`src/rtl/hpsg_map.svh`:
```
/*
  Offsets, field positions, pin positions and reset values of the host port block.
  Assumes it is included by bare name from the package and the design modules.
*/
`ifndef HPSG_MAP_SVH
`define HPSG_MAP_SVH
`define HPSG_NPINS 16
// host side addresses
`define HPSG_HA_CTRL 3'h0
`define HPSG_HA_CMD 3'h1
`define HPSG_HA_STAT 3'h2
`define HPSG_HA_VEC 3'h3
`define HPSG_HA_B5 3'h5
`define HPSG_HA_B6 3'h6
`define HPSG_HA_B7 3'h7
// dsp side register port offsets
`define HPSG_DA_PCTL 4'h0
`define HPSG_DA_PDIR 4'h1
`define HPSG_DA_PDAT 4'h2
`define HPSG_DA_RX 4'h3
`define HPSG_DA_STAT 4'h4
`define HPSG_DA_FLAGS 4'h5
`define HPSG_DA_TX 4'h6
`define HPSG_DA_CACK 4'h7
// fields
`define HPSG_MODE_MSB 6
`define HPSG_MODE_LSB 1
`define HPSG_ICR_RX_REQUEST_ENABLE 0
`define HPSG_ICR_TX_REQUEST_ENABLE 1
`define HPSG_ICR_ORDER 5
`define HPSG_CMD_PEND 7
`define HPSG_ISR_RXF 0
`define HPSG_ISR_TXE 1
`define HPSG_ISR_TX_READY_FLAG 2
`define HPSG_ISR_F2 3
`define HPSG_ISR_F3 4
`define HPSG_ISR_R5 5
`define HPSG_ISR_R6 6
`define HPSG_ISR_REQ 7
// pin positions in host mode
`define HPSG_P_DMSB 7
`define HPSG_P_AMSB 10
`define HPSG_P_ALSB 8
`define HPSG_P_RD 11
`define HPSG_P_WR 12
`define HPSG_P_ACK 13
`define HPSG_P_TX_REQUEST_ENABLE 14
`define HPSG_P_RX_REQUEST_ENABLE 15
// byte lanes
`define HPSG_LANE_HI 2'h2
`define HPSG_LANE_MID 2'h1
`define HPSG_LANE_LO 2'h0
// reset values
`define HPSG_VEC_RST 8'h0F
`define HPSG_CMDV_RST 7'h32
`endif

```
`src/rtl/hpsg_pkg.sv`:
```
/*
  State types of the host port block.
  Assumes the map header sits in the include path.
*/
`include "hpsg_map.svh"
package hpsg_pkg;
  typedef struct packed {
    logic [`HPSG_NPINS-1:0] meta;
    logic [`HPSG_NPINS-1:0] stable;
  } hpsg_sync_t;
  typedef struct packed {
    logic [`HPSG_NPINS-1:0] drv;
    logic [`HPSG_NPINS-1:0] oe;
  } hpsg_mux_t;
  typedef struct packed {
    logic [7:0] pctl;
    logic [15:0] pdir;
    logic [15:0] pdat;
    logic [7:0] icr;
    logic cmd_pend;
    logic [6:0] cmd_vec;
    logic [7:0] vec;
    logic [23:0] txw;
    logic [23:0] rxw;
    logic [23:0] dsp_rx;
    logic tx_empty;
    logic rx_full;
    logic dsp_rx_full;
    logic [1:0] dflags;
    logic rd_d;
    logic wr_d;
    logic [7:0] hdo;
    logic hoe;
    logic tx_request_enable;
    logic rx_request_enable;
    logic request_status_flag;
    logic [23:0] rdata;
  } hpsg_core_t;
endpackage

```
`src/rtl/hpsg_pin_if.sv`:
```
/*
  Carrier between the core, the pin synchroniser and the pin multiplexer.
  Assumes one clock domain; the raw pins come from outside it.
*/
`timescale 1ns/10ps
`include "hpsg_map.svh"
interface hpsg_pin_if;
  logic [`HPSG_NPINS-1:0] raw;
  logic [`HPSG_NPINS-1:0] sampled;
  logic [`HPSG_NPINS-1:0] drv_host;
  logic [`HPSG_NPINS-1:0] oe_host;
  logic [`HPSG_NPINS-1:0] gpio_dir;
  logic [`HPSG_NPINS-1:0] gpio_data;
  logic host_mode;
  logic [`HPSG_NPINS-1:0] pin_out;
  logic [`HPSG_NPINS-1:0] pin_oe;
  modport sync_mp (input raw, output sampled);
  modport mux_mp (input drv_host, oe_host, gpio_dir, gpio_data, host_mode,
    output pin_out, pin_oe);
  modport core_mp (output raw, drv_host, oe_host, gpio_dir, gpio_data, host_mode,
    input sampled, pin_out, pin_oe);
endinterface

```
`src/rtl/hpsg_sync.sv`:
```
/*
  Two flip-flop synchroniser for all sixteen port pins.
  Assumes the pins are asynchronous to sys_clk_in.
*/
`timescale 1ns/10ps
`include "hpsg_map.svh"
module hpsg_sync (
  input wire logic sys_clk_in,
  input wire logic sys_rst_in,
  hpsg_pin_if.sync_mp pif
);
  hpsg_pkg::hpsg_sync_t s_r;
  hpsg_pkg::hpsg_sync_t s_nxt;

  always_comb
  begin
    s_nxt = s_r;
    s_nxt.meta = pif.raw;
    // only the second stage reads the first
    s_nxt.stable = s_r.meta;
  end

  always_ff @(posedge sys_clk_in)
  begin
    if (sys_rst_in)
      s_r <= '0;
    else
      s_r <= s_nxt;
  end

  assign pif.sampled = s_r.stable;
endmodule

```
`src/rtl/hpsg_pinmux.sv`:
```
/*
  Pin multiplexer: general-purpose I/O or host port drive, registered.
  Assumes the core supplies mode, direction and data from its own registers.
*/
`timescale 1ns/10ps
`include "hpsg_map.svh"
module hpsg_pinmux (
  input wire logic sys_clk_in,
  input wire logic sys_rst_in,
  hpsg_pin_if.mux_mp pif
);
  hpsg_pkg::hpsg_mux_t m_r;
  hpsg_pkg::hpsg_mux_t m_nxt;

  always_comb
  begin
    m_nxt = m_r;
    if (pif.host_mode)
    begin
      m_nxt.drv = pif.drv_host;
      m_nxt.oe = pif.oe_host;
    end
    else
    begin
      m_nxt.drv = pif.gpio_data;
      m_nxt.oe = pif.gpio_dir;
    end
  end

  // reset leaves every pin undriven
  always_ff @(posedge sys_clk_in)
  begin
    if (sys_rst_in)
      m_r <= '0;
    else
      m_r <= m_nxt;
  end

  assign pif.pin_out = m_r.drv;
  assign pif.pin_oe = m_r.oe;
endmodule

```
`src/rtl/hpsg_top.sv`:
```
/*
  Host port service and GPIO fallback: host-visible registers, flags,
  request outputs, vector drive, dsp-side register port and pin control.
  Assumes a synchronous dsp-side register master and a host on pins that
  holds address and data steady around each strobe for several clocks.
*/
// Notes on behaviour
// reset clears control, direction, data; pins float
// control bits 6..1 set selects host port
// gpio pin drives data when direction bit set
// host drives address, direction, data, then strobe
// polling host keeps acknowledge deasserted
// receive-full means host may read word
// transmit-empty means host may write word
// ready word passes straight to dsp side
// dsp flags two, three shown in status
// request status equals asserted request output
// status flag follows each data transfer
// command pending clears when dsp accepts
// request asserted by flag and enable
// host routine transfers data to drop request
// request drops on clear, mask or reset
// vector driven while request and acknowledge
// byte order select maps bytes 7,6,5
// address 7 access clears its flag
// full transmit word moves to dsp receive
// reset loads vector register with 0x0F
// gpio mode: no requests, strobes ignored
// host pins synchronised before any use
`timescale 1ns/10ps
`include "hpsg_map.svh"
module hpsg_top (
  input wire logic sys_clk_in,
  input wire logic sys_rst_in,
  input wire logic [3:0] reg_addr_in,
  input wire logic [23:0] reg_wdata_in,
  input wire logic reg_wr_in,
  input wire logic reg_rd_in,
  output logic [23:0] reg_rdata_out,
  input wire logic [`HPSG_NPINS-1:0] pin_in,
  output logic [`HPSG_NPINS-1:0] pin_out,
  output logic [`HPSG_NPINS-1:0] pin_oe_out,
  output logic tx_request_out,
  output logic rx_request_out,
  output logic host_request_out
);
  hpsg_pkg::hpsg_core_t c_r;
  hpsg_pkg::hpsg_core_t c_nxt;
  hpsg_pin_if pif ();

  logic host_mode;
  logic [2:0] h_addr;
  logic [7:0] h_data;
  logic h_rd;
  logic h_wr;
  logic h_ack;
  logic rd_rise;
  logic wr_rise;
  logic tx_ready;
  logic host_cmd_set;
  logic [7:0] interface_status_reg;
  logic [1:0] lane;

  // maps a data address to a byte lane of the 24-bit word
  function automatic logic [1:0] byte_lane(input logic [2:0] a, input logic order);
    logic [1:0] l;
    l = `HPSG_LANE_MID;
    if (a == `HPSG_HA_B7)
      l = order ? `HPSG_LANE_HI : `HPSG_LANE_LO;
    else if (a == `HPSG_HA_B5)
      l = order ? `HPSG_LANE_LO : `HPSG_LANE_HI;
    return l;
  endfunction

  hpsg_sync u_sync (
    .sys_clk_in(sys_clk_in),
    .sys_rst_in(sys_rst_in),
    .pif(pif.sync_mp)
  );

  hpsg_pinmux u_mux (
    .sys_clk_in(sys_clk_in),
    .sys_rst_in(sys_rst_in),
    .pif(pif.mux_mp)
  );

  // partly set mode bits count as gpio
  assign host_mode = &c_r.pctl[`HPSG_MODE_MSB:`HPSG_MODE_LSB];
  assign pif.raw = pin_in;
  assign pif.host_mode = host_mode;
  assign pif.gpio_dir = c_r.pdir;
  assign pif.gpio_data = c_r.pdat;

  // only synchronised copies are read; read and write strobes act on their rising edge, acknowledge on its level
  assign h_addr = pif.sampled[`HPSG_P_AMSB:`HPSG_P_ALSB];
  assign h_data = pif.sampled[`HPSG_P_DMSB:0];
  assign h_rd = pif.sampled[`HPSG_P_RD];
  assign h_wr = pif.sampled[`HPSG_P_WR];
  assign h_ack = pif.sampled[`HPSG_P_ACK];
  assign rd_rise = host_mode && h_rd && !c_r.rd_d;
  assign wr_rise = host_mode && h_wr && !c_r.wr_d;
  assign lane = byte_lane(h_addr, c_r.icr[`HPSG_ICR_ORDER]);
  assign host_cmd_set = wr_rise && h_addr == `HPSG_HA_CMD && h_data[`HPSG_CMD_PEND];
  assign tx_ready = c_r.tx_empty && !c_r.dsp_rx_full;

  assign interface_status_reg[`HPSG_ISR_RXF] = c_r.rx_full;
  assign interface_status_reg[`HPSG_ISR_TXE] = c_r.tx_empty;
  assign interface_status_reg[`HPSG_ISR_TX_READY_FLAG] = tx_ready;
  assign interface_status_reg[`HPSG_ISR_F2] = c_r.dflags[0];
  assign interface_status_reg[`HPSG_ISR_F3] = c_r.dflags[1];
  assign interface_status_reg[`HPSG_ISR_R5] = 1'b0;
  assign interface_status_reg[`HPSG_ISR_R6] = 1'b0;
  assign interface_status_reg[`HPSG_ISR_REQ] = c_r.request_status_flag;

  // the two request pins are always driven in host mode, the data pins only while c_r.hoe is set
  always_comb
  begin
    pif.drv_host = '0;
    pif.oe_host = '0;
    pif.drv_host[`HPSG_P_DMSB:0] = c_r.hdo;
    pif.oe_host[`HPSG_P_DMSB:0] = {8{c_r.hoe}};
    pif.drv_host[`HPSG_P_TX_REQUEST_ENABLE] = c_r.tx_request_enable;
    pif.drv_host[`HPSG_P_RX_REQUEST_ENABLE] = c_r.rx_request_enable;
    pif.oe_host[`HPSG_P_TX_REQUEST_ENABLE] = 1'b1;
    pif.oe_host[`HPSG_P_RX_REQUEST_ENABLE] = 1'b1;
  end

  always_comb
  begin
    c_nxt = c_r;
    c_nxt.rdata = '0;
    c_nxt.rd_d = h_rd;
    c_nxt.wr_d = h_wr;
    // host side accesses
    if (host_mode)
    begin
      if (rd_rise && h_addr == `HPSG_HA_B7)
        c_nxt.rx_full = 1'b0;
      if (wr_rise)
      begin
        case (h_addr)
          `HPSG_HA_CTRL: c_nxt.icr = h_data;
          `HPSG_HA_CMD: c_nxt.cmd_vec = h_data[6:0];
          `HPSG_HA_VEC: c_nxt.vec = h_data;
          `HPSG_HA_B5, `HPSG_HA_B6, `HPSG_HA_B7:
          begin
            c_nxt.txw[{lane, 3'h0} +: 8] = h_data;
            if (h_addr == `HPSG_HA_B7)
              c_nxt.tx_empty = 1'b0;
          end
          default: ;
        endcase
      end
      if (host_cmd_set)
        c_nxt.cmd_pend = 1'b1;
    end
    else
    begin
      // outside host mode the word flags read empty and command pending clears; the word registers keep their contents
      c_nxt.tx_empty = 1'b1;
      c_nxt.rx_full = 1'b0;
      c_nxt.cmd_pend = 1'b0;
    end
    // dsp side register port
    if (reg_wr_in)
    begin
      case (reg_addr_in)
        `HPSG_DA_PCTL: c_nxt.pctl = reg_wdata_in[7:0];
        `HPSG_DA_PDIR: c_nxt.pdir = reg_wdata_in[15:0];
        `HPSG_DA_PDAT: c_nxt.pdat = reg_wdata_in[15:0];
        `HPSG_DA_FLAGS: c_nxt.dflags = reg_wdata_in[1:0];
        `HPSG_DA_TX:
        begin
          // no overrun guard: the dsp must see receive-full clear first
          c_nxt.rxw = reg_wdata_in;
          c_nxt.rx_full = 1'b1;
        end
        `HPSG_DA_CACK: c_nxt.cmd_pend = host_cmd_set;
        default: ;
      endcase
    end
    if (reg_rd_in)
    begin
      case (reg_addr_in)
        `HPSG_DA_PCTL: c_nxt.rdata = 24'(c_r.pctl);
        `HPSG_DA_PDIR: c_nxt.rdata = 24'(c_r.pdir);
        `HPSG_DA_PDAT: c_nxt.rdata = 24'((c_r.pdat & c_r.pdir) | (pif.sampled & ~c_r.pdir));
        `HPSG_DA_RX:
        begin
          c_nxt.rdata = c_r.dsp_rx;
          c_nxt.dsp_rx_full = 1'b0;
        end
        `HPSG_DA_STAT: c_nxt.rdata = 24'({c_r.cmd_pend, c_r.dsp_rx_full});
        `HPSG_DA_FLAGS: c_nxt.rdata = 24'(c_r.dflags);
        default: c_nxt.rdata = '0;
      endcase
    end
    // word transfer to the dsp side; runs after the clears so sets win
    if (!c_r.tx_empty && !c_r.dsp_rx_full)
    begin
      c_nxt.dsp_rx = c_r.txw;
      c_nxt.tx_empty = 1'b1;
      c_nxt.dsp_rx_full = 1'b1;
    end
    // host read data; vector takes the bus during acknowledge while the request status flag is set
    if (h_ack && c_r.request_status_flag)
      c_nxt.hdo = c_r.vec;
    else
    begin
      case (h_addr)
        `HPSG_HA_CTRL: c_nxt.hdo = c_r.icr;
        `HPSG_HA_CMD: c_nxt.hdo = {c_r.cmd_pend, c_r.cmd_vec};
        `HPSG_HA_STAT: c_nxt.hdo = interface_status_reg;
        `HPSG_HA_VEC: c_nxt.hdo = c_r.vec;
        `HPSG_HA_B5, `HPSG_HA_B6, `HPSG_HA_B7: c_nxt.hdo = c_r.rxw[{lane, 3'h0} +: 8];
        default: c_nxt.hdo = '0;
      endcase
    end
    c_nxt.hoe = host_mode && (h_rd || (h_ack && c_r.request_status_flag));
    c_nxt.tx_request_enable = host_mode && c_r.icr[`HPSG_ICR_TX_REQUEST_ENABLE] && c_r.tx_empty;
    c_nxt.rx_request_enable = host_mode && c_r.icr[`HPSG_ICR_RX_REQUEST_ENABLE] && c_r.rx_full;
    c_nxt.request_status_flag = c_nxt.tx_request_enable || c_nxt.rx_request_enable;
  end

  always_ff @(posedge sys_clk_in)
  begin
    if (sys_rst_in)
    begin
      c_r <= '0;
      c_r.tx_empty <= 1'b1;
      c_r.vec <= `HPSG_VEC_RST;
      c_r.cmd_vec <= `HPSG_CMDV_RST;
    end
    else
      c_r <= c_nxt;
  end

  assign reg_rdata_out = c_r.rdata;
  assign pin_out = pif.pin_out;
  assign pin_oe_out = pif.pin_oe;
  assign tx_request_out = c_r.tx_request_enable;
  assign rx_request_out = c_r.rx_request_enable;
  assign host_request_out = c_r.request_status_flag;
endmodule

```
`config.mk`:
```
export PLATFORM = sky130hd
export DESIGN_NAME = hpsg_top
export DESIGN_NICKNAME = d
export VERILOG_FILES = /design/src/rtl/hpsg_pkg.sv /design/src/rtl/hpsg_pin_if.sv /design/src/rtl/hpsg_sync.sv /design/src/rtl/hpsg_pinmux.sv /design/src/rtl/hpsg_top.sv
export VERILOG_INCLUDE_DIRS = /design/src /design/src/rtl
export SDC_FILE = /design/constraint.sdc
export NUM_CORES = 1
export LEC_CHECK = 0
export ABC_AREA = 1
export BUFFER_PORTS_ARGS = -buffer_cell sky130_fd_sc_hd__buf_2
export CORE_UTILIZATION = 35
export CTS_BUF_LIST = sky130_fd_sc_hd__clkbuf_16
export DETAILED_ROUTE_END_ITERATION = 8
export SYNTH_ARGS = -nofsm -noshare
export SYNTH_HDL_FRONTEND = slang
export SYNTH_HIERARCHICAL = 1
export SYNTH_SLANG_ARGS = --single-unit
```
`constraint.sdc`:
```
create_clock -name sys_clk_in -period 2.2 [get_ports sys_clk_in]
set_input_delay 0.44 -clock sys_clk_in [delete_from_list [all_inputs] [get_ports sys_clk_in]]
set_output_delay 0.44 -clock sys_clk_in [all_outputs]
set_load 0.005 [all_outputs]
```
After elaboration in Yosys (flattened, before gate mapping)
Index checks and enable logic that the tools add are counted.
- output and inout port bits: 59
- input port bits: 48
- register bits: 243
- bitwise operators: 6
- add/subtract/negate cells: 1
- multiplexer cells: 20
- shift-type cells: 3
- eq/ne operators: 13
- reduce and logical (&&, ||, !) cells: 41
- operator list (operator ; count):
    $pmux W24 S6 ; 1
    $pmux W8 S5 ; 1
    $mux W32 ; 1
    $reduce_and A8 Y1 ; 4
    $and A16 B24 Y24 ; 1
    $bwmux W24 ; 1
    $not A16 Y24 ; 1
    $or A16 B24 Y24 ; 1
    $shift A8 B7 Y24 const A ; 1
    $shiftx A24 B6 Y8 ; 1
    $shiftx A8 B7 Y24 ; 1
    $and A16 B16 Y16 ; 1
    $eq A4 B3 Y1 const B ; 4
    $logic_and A1 B1 Y1 ; 15
    $reduce_and A2 Y1 ; 6
    $mux W1 ; 11
    $eq A3 B3 Y1 const B ; 3
    $eq A4 B2 Y1 const B ; 2
    $mux W2 ; 4
    $mux W8 ; 1
    $neg A5 Y7 ; 1
    $eq A3 B2 Y1 const B ; 2
    $reduce_and A6 Y1 ; 1
    $reduce_or A3 Y1 ; 2
    other kinds (10) ; 17

Depth between registers and ports, before layout
Gate-level depths: netlist of the first run.
- depth in word-level cells: 9
- depth in mapped cells: 13

By module
The synthesis of the first run kept the hierarchy.
- modules (own cells, without submodules) (module ; area an instance (sq um) ; seq. area each (sq um) ; times used ; cells each):
    hpsg_top ; 7597.3 ; 3583.4 ; 1 ; 1045
    hpsg_pinmux ; 1338.8 ; 640.6 ; 1 ; 203
    hpsg_sync ; 914.6 ; 640.6 ; 1 ; 99

Worst setup path after synthesis of the first run
OpenSTA, ideal clock, no wires.
- path type: reg-to-reg
- start: register u_sync.s_r, in the netlist u_sync/pif.sampled[10]
- end: register c_r[100] in the netlist's numbering
- stages on the path, launching flop included: 13
- required time: 2.136 ns
- setup slack: 0.182 ns
- arrival time: 1.954 ns
- path through: dfxtp_1 -> buf_2 -> nand3_1 -> nand2_2 -> nand2_4 -> nor2_1 -> ha_1 -> inv_1 -> clkbuf_1 -> nand3_1 -> nand2_1 -> nand2_1 -> nor2_1
- cells in the longest elaborated chain, start to end: 6
- elaborated cells between the ends (all ways): 11
- RTL lines (what ; RTL line ; source):
    start: declaration ; hpsg_sync.sv:12 ; hpsg_pkg::hpsg_sync_t s_r;
    start signal: assignment ; hpsg_sync.sv:28 ; s_r <= s_nxt;
    $eq A3 B3 Y1 ; hpsg_top.sv:141 ; case (h_addr)
    $mux W2 ; hpsg_top.sv:70 ; else if (a == `HPSG_HA_B5)
    $mux W2 ; hpsg_top.sv:68 ; if (a == `HPSG_HA_B7)
    $neg A5 Y7 ; hpsg_top.sv:147 ; c_nxt.txw[{lane, 3'h0} +: 8] = h_data;
    $shiftx A8 B7 Y24 / $shift A8 B7 Y24 (equally long branches) ; hpsg_top.sv:147 ;
    $bwmux W24 ; hpsg_top.sv:147 ;
    end signal: assignment ; hpsg_top.sv:235 ; c_r <= c_nxt;
    end: declaration ; hpsg_top.sv:47 ; hpsg_pkg::hpsg_core_t c_r;
Several ways; a longest one is shown, not always the timed one.
A chain may end at the register's enable or synchronous reset.

Final worst setup path of the first run
- start: register u_sync.s_r, in the netlist u_sync/pif.sampled[9]
- end: register c_r[94] in the netlist's numbering
The elaborated chain is that of the path after synthesis.

==> flow_summary.toml, run 1 <==
[sta]
layout_setup_ws_ps = 222
finalCritPeriodShare = 0.899
max_freq_mhz = 506
finClkSkew_ps = 26.9
finalMaxSlewViolations = 0
tns_ps = 0
worst_pin_slew_ps = 572
min_period_ps = 1980
rsz0062_at_grt = "no"
finalSetupViolCount = 0
slew_headroom = 0.618
hold_violations = 0

[routing]
wirelength_um = 27800
vias = 8569
drt-initial-drc-count = 654
drc = 0
drt-wirelength-per-cell_um = 15.1
routed_via_density = 4.66
drt_first_pass_iters = 5
postRouteAntennaNets = 0

[critical_path]
crit_path_cell_trace = "nand3_1 -> nand2_2 -> nand2_4 -> nor2_1 -> inv_1 -> ha_1 -> nand2_1 -> o211ai_1 -> nand2_1 -> nor2_1"
crit_path_max_fanout = 9
reg2reg_depth = 10
slowest_stage = "dfxtp_1"
cp.arrival_ps = 2410
slowest_delay_ps = 460
critPathRequiredTime_ps = 2630
crit_type = "flop to flop"
start_kind = "flop"
cp-end-kind = "flop"

[pwr]
swShare = 0.234
powerDensity_nw_per_um2 = 811
p_seq_frac = 0.479
total_power_mw = 9.40
clkPwrFrac = 0.477
internal_power_mw = 7.20
leakagePower_nw = 4.96
ir_drop_uv = 701
p_switching_mw = 2.20
pwr-share-comb = 0.044

[clock_network]
ctsHoldBuffers = 0
cts-resized-gates = 0
clock_latency_ps = 550
clkTransAtPathRegs_ps = 60
cts_sinks = 243
cts_inserted_buffers = 27
clk_path_buf_depth = 3
h-tree-depth = 1
cts_tree = "done"
clk_root_buffer_cell = "clkbuf_16"
cts_setup_buffers = 0

[finish]
stdcell_count = 1838
fin_nets = 1491
fin_util = 0.418
area_growth_pct = 17.6
layout-drive-gt1-share = 0.140
fillers = 2918
diodes = 0

[synth]
netlist_instances = 1347
ys.flop_type = "dfxtp_1"
synth-seq-cells = 243
synth_cell_types = 35
syn_area_per_cell_sq_um = 7.31
synth_edf_count = 0
ys_warn_count = 6
ys_seq_area_frac = 0.494
synthArstFlopShare = 0
syn-cell-area_sq_um = 9850

[global_routing]
antenna_found_initial = 0
grt_max_degree = 70
grt_pass1_vias = 7905
grt_remaining_overflow = 0
grt_usage = 0.194
grt_pass1_wl_um = 43700

[floorplan]
start_util = 0.356
fp.dieH_um = 170
die_x_um = 170
rows = 61
core-area_sq_um = 27700
io_pins = 107
die_area_sq_um = 28800

[outcome]
status = "completed"

[placement]
dp.cells = 1789
routabilityCongestion = 0.884
portBuffers = 106
dp_slack_ps = 74.1
dp_hpwl_um = 20000

[worst_hold_path]
holdPathStages = 3
hp-class = "input pin to flop"

[run]
drv_cap = 0
final timing paths:
kind	start	to	slack, ps
worst min register to register	u_sync/s_nxt[7]	u_sync/pif.sampled[7]	400
worst min-delay path	pin_in[15]	u_sync/s_nxt[15]	80
worst max-delay path	u_sync/pif.sampled[9]	c_r[94]	220
worst max register to register	u_sync/pif.sampled[9]	c_r[94]	220
power by group through the flow:
| stage | Sequential [mW] | Combinational (mW) | Clock, mW |
|---|---|---|---|
| after floorplan | 4.58 | 0.245 | 0 |
| after global placement | 4.60 | 0.411 | 0 |
| after detailed placement | 4.60 | 0.412 | 0 |
| after CTS | 4.50 | 0.412 | 4.57 |
| after global routing | 4.51 | 0.465 | 4.76 |
| final | 4.50 | 0.415 | 4.49 |
kinds of logic after synthesis:
kind of cell / count (synthesis) / synth area share
buffers and inverters: 238 / 0.112
DFF: 243 / 0.494
other: 2 / 0.000762
and+or+nand+nor: 629 / 0.264
adders and majority gates: 3 / 0.00381
AOI/OAI and AO/OA: 232 / 0.126
metal layers:
metal,track usage,wire length [um],share of wire
met4,0.0791,1050,0.038
met5,0,0,0
met2,0.292,12000,0.43
met3,0.0264,1620,0.058
met1,0.278,13100,0.47
registers in the layout (all words and copies together) (netlist names):
name / count
c_r: 120
host_request_out: 1
pif.gpio_data: 16
pif.gpio_dir: 16
reg_rdata_out: 24
rx_request_out: 1
tx_request_out: 1
u_mux/pif.pin_oe: 16
u_mux/pif.pin_out: 16
u_sync/pif.sampled: 16
u_sync/s_nxt: 16
through the flow:
| step | hold slack [ps] | area, sq um |
|---|---|---|
| after CTS | 71.8 | 11600 |
| after global placement | 391 | 10700 |
| final | 84.1 | 11600 |
| after detailed placement | 392 | 10700 |
| after floorplan | 388 | 9900 |
| after global routing | 84.0 | 11600 |
synthesized netlist by cell type, types with 3 or more instances:
library cell,number,area (sq um)
o211ai_1,16,120
a21oi_1,93,465
o21ai_1,6,30.0
o21ai_0,98,490
o22ai_1,3,18.8
inv_1,143,537
buf_2,18,90.1
a41oi_1,6,52.6
buf_4,24,180
inv_2,4,15.0
nand3_1,66,330
buf_1,8,30.0
clkbuf_1,26,97.6
nand2_1,280,1050
nor2_8,3,60.1
dfxtp_1,243,4860
buf_6,12,135
nor2_1,258,968
nand4_1,10,62.6
a31oi_1,8,50.1
ha_1,3,37.5
cell type report:
class,instances,area (sq um),area share
clock inverter,22,209,0.0180
inverter,150,569,0.0491
tap,378,473,0.0408
timing repair buffer,140,861,0.0743
clock buffer,27,676,0.0583
multi-input combinational,878,3930,0.339
sequential,243,4870,0.420
worst max-delay path, delay by kind of cell (launching register included):
family | cells | cell delay [ps]
adder cells (fa/ha/maj) | 1 | 300
buffers and inverters | 1 | 80
AO/OA/AOI/OAI | 1 | 130
flip-flops | 1 | 460
AND/OR/NAND/NOR | 7 | 890
cell usage in the layout, fill, tap and decap left out, types with 14 or more instances in the layout:
master,instances
nor2_1,258
nand3_1,66
buf_2,106
dfxtp_1,241
nand2_1,280
buf_4,28
o211ai_1,16
a21oi_1,93
clkbuf_16,27
inv_1,141
o21ai_0,98
conb_1,14
Note: power is estimated with default switching activity, not from simulation.
==> run 2: changes to the inputs <==
--- a/config.mk
+++ b/config.mk
@@ -7,7 +7,7 @@
 export NUM_CORES = 1
 export LEC_CHECK = 0
 export ABC_AREA = 1
-export BUFFER_PORTS_ARGS = -buffer_cell sky130_fd_sc_hd__buf_2
+export BUFFER_PORTS_ARGS = -buffer_cell sky130_fd_sc_hd__buf_4
 export CORE_UTILIZATION = 35
 export CTS_BUF_LIST = sky130_fd_sc_hd__clkbuf_16
 export DETAILED_ROUTE_END_ITERATION = 8
==> run 2 against run 1 <==
  * Via count is 0.74% lower
  * Global-route usage is 0.19 points lower
  * Critical path depth is 1 lower
  * Register-to-register slack worse by 30 ps
  * Die area stayed put
  * Non-clock buffer count is 1 lower
  * Clock skew is 13 ps lower
  * Utilization is 0.86 points higher
  * Cell count hardly changed
  * Combinational power is 5.8% higher
  * Largest power group unchanged
==> flow_summary.toml, run 2 (synthesis results as in run 1) <==
[outcome]
status = "completed"

[routing]
drt-wirelength-per-cell_um = 15.0
postRouteAntennaNets = 0
drt-initial-drc-count = 632
drc = 0
routed_via_density = 4.63
wirelength_um = 27600
vias = 8506
drt_first_pass_iters = 5

[finish]
mostFrequentLayoutCells = "nand2_1 (280), nor2_1 (258), dfxtp_1 (241)"
area_growth_pct = 20.0
layout-drive-gt1-share = 0.138
design_area_sq_um = 11800
fillers = 2866
top_register = "c_r"
fin_nets = 1491
diodes = 0
final_common_cell = "nand2_1"
largest_reg_flops = 120
stdcell_count = 1839

[pwr]
pwr-share-comb = 0.047
powerDensity_nw_per_um2 = 788
p_seq_frac = 0.483
ir_drop_uv = 455
clkPwrFrac = 0.470
swShare = 0.226
p_switching_mw = 2.10
internal_power_mw = 7.22
leakagePower_nw = 4.98

[sta]
finClkSkew_ps = 13.6
hold_ws_ps = 109
max_freq_mhz = 499
worst_pin_slew_ps = 578
finalMaxSlewViolations = 0
hold_violations = 0
min_period_ps = 2010
finalSetupViolCount = 0
tns_ps = 0
slew_headroom = 0.614
rsz0062_at_grt = "no"
finalCritPeriodShare = 0.912

[global_routing]
grt_pass1_vias = 7837
grt_pass1_wl_um = 43100
grt_usage = 0.192
antenna_found_initial = 0
grt_remaining_overflow = 0
grt_max_degree = 77

[clock_network]
cts_setup_buffers = 0
clk_root_buffer_cell = "clkbuf_16"
cts_tree = "done"
clkTransAtPathRegs_ps = 60
cts_inserted_buffers = 28
cts_sinks = 243
clk_path_buf_depth = 3
ctsHoldBuffers = 0
clock_latency_ps = 540
h-tree-depth = 1
cts-resized-gates = 0

[critical_path]
cp.arrival_ps = 2430
start_kind = "flop"
crit_path_max_fanout = 12
crit_type = "flop to flop"
cp-end-kind = "flop"
critPathRequiredTime_ps = 2630

[floorplan]
start_util = 0.356
fp.dieH_um = 170
die_area_sq_um = 28800
core-area_sq_um = 27700
die_x_um = 170
rows = 61
io_pins = 107

[placement]
post_dp_cell_area_sq_um = 10900
routabilityCongestion = 0.882
dp_hpwl_um = 20200
dp.cells = 1788
portBuffers = 106

[run]
drv_cap = 0

[worst_hold_path]
hp-class = "input pin to flop"
## run 2: cell types whose count changed in the layout (fill, tap and decap cells not counted), sizes merged
cell / previous run / this run
clkbuf: 27 / 29
clkinvlp: 5 / 3
clkinv: 14 / 19
inv: 150 / 148
buf: 140 / 139
bufinv: 3 / 2
## run 2: critical path: stages, from the launching register on
cell	delay [ps]
dfxtp_2	450
nand2_1	200
buf_4	220
nor2_1	150
inv_1	80
ha_1	300
nand2_1	270
o211ai_1	130
nand2_1	80
nor2_1	40
## run 2: final timing paths
path,startpoint,end,slack (ps),cells after the start
worst max-delay path,u_sync/pif.sampled[8],c_r[93],190,9
worst max register to register,u_sync/pif.sampled[8],c_r[93],190,9
worst min register to register,u_sync/s_nxt[5],u_sync/pif.sampled[5],400,2
worst min-delay path,pin_in[15],u_sync/s_nxt[15],110,3
## run 2: stage by stage
step                      worst slack (ps)  power (mW)  utilization
after global placement                 137        5.03        0.395
final                                  195        9.32        0.427
after CTS                             42.4        9.42        0.426
after floorplan                        182        4.82            -
after global routing                  37.2        9.64        0.427
after detailed placement              61.3        5.04        0.395
## run 2: layer usage
| metal | GRT usage | share of wire |
|---|---|---|
| met5 | 0 | 0 |
| met4 | 0.0595 | 0.029 |
| met3 | 0.0296 | 0.054 |
| met2 | 0.305 | 0.44 |
| met1 | 0.268 | 0.48 |
## run 2: layout make-up
cell class                      instances  area (sq um)  area share
Sequential cell                       243          4870       0.412
Inverter                              150           573      0.0485
Clock inverter                         22           148      0.0125
Clock buffer                           29           726      0.0614
Timing Repair Buffer                  139          1110      0.0935
Tap cell                              378           473      0.0400
Multi-Input combinational cell        878          3930       0.333
## run 2: power groups by stage
stage / logic, mW / clock network, mW / registers (mW)
finish: 0.439 / 4.38 / 4.51
global route: 0.491 / 4.64 / 4.51
CTS: 0.438 / 4.48 / 4.50
detailed placement: 0.436 / 0 / 4.60
global placement: 0.434 / 0 / 4.60
floorplan: 0.245 / 0 / 4.58
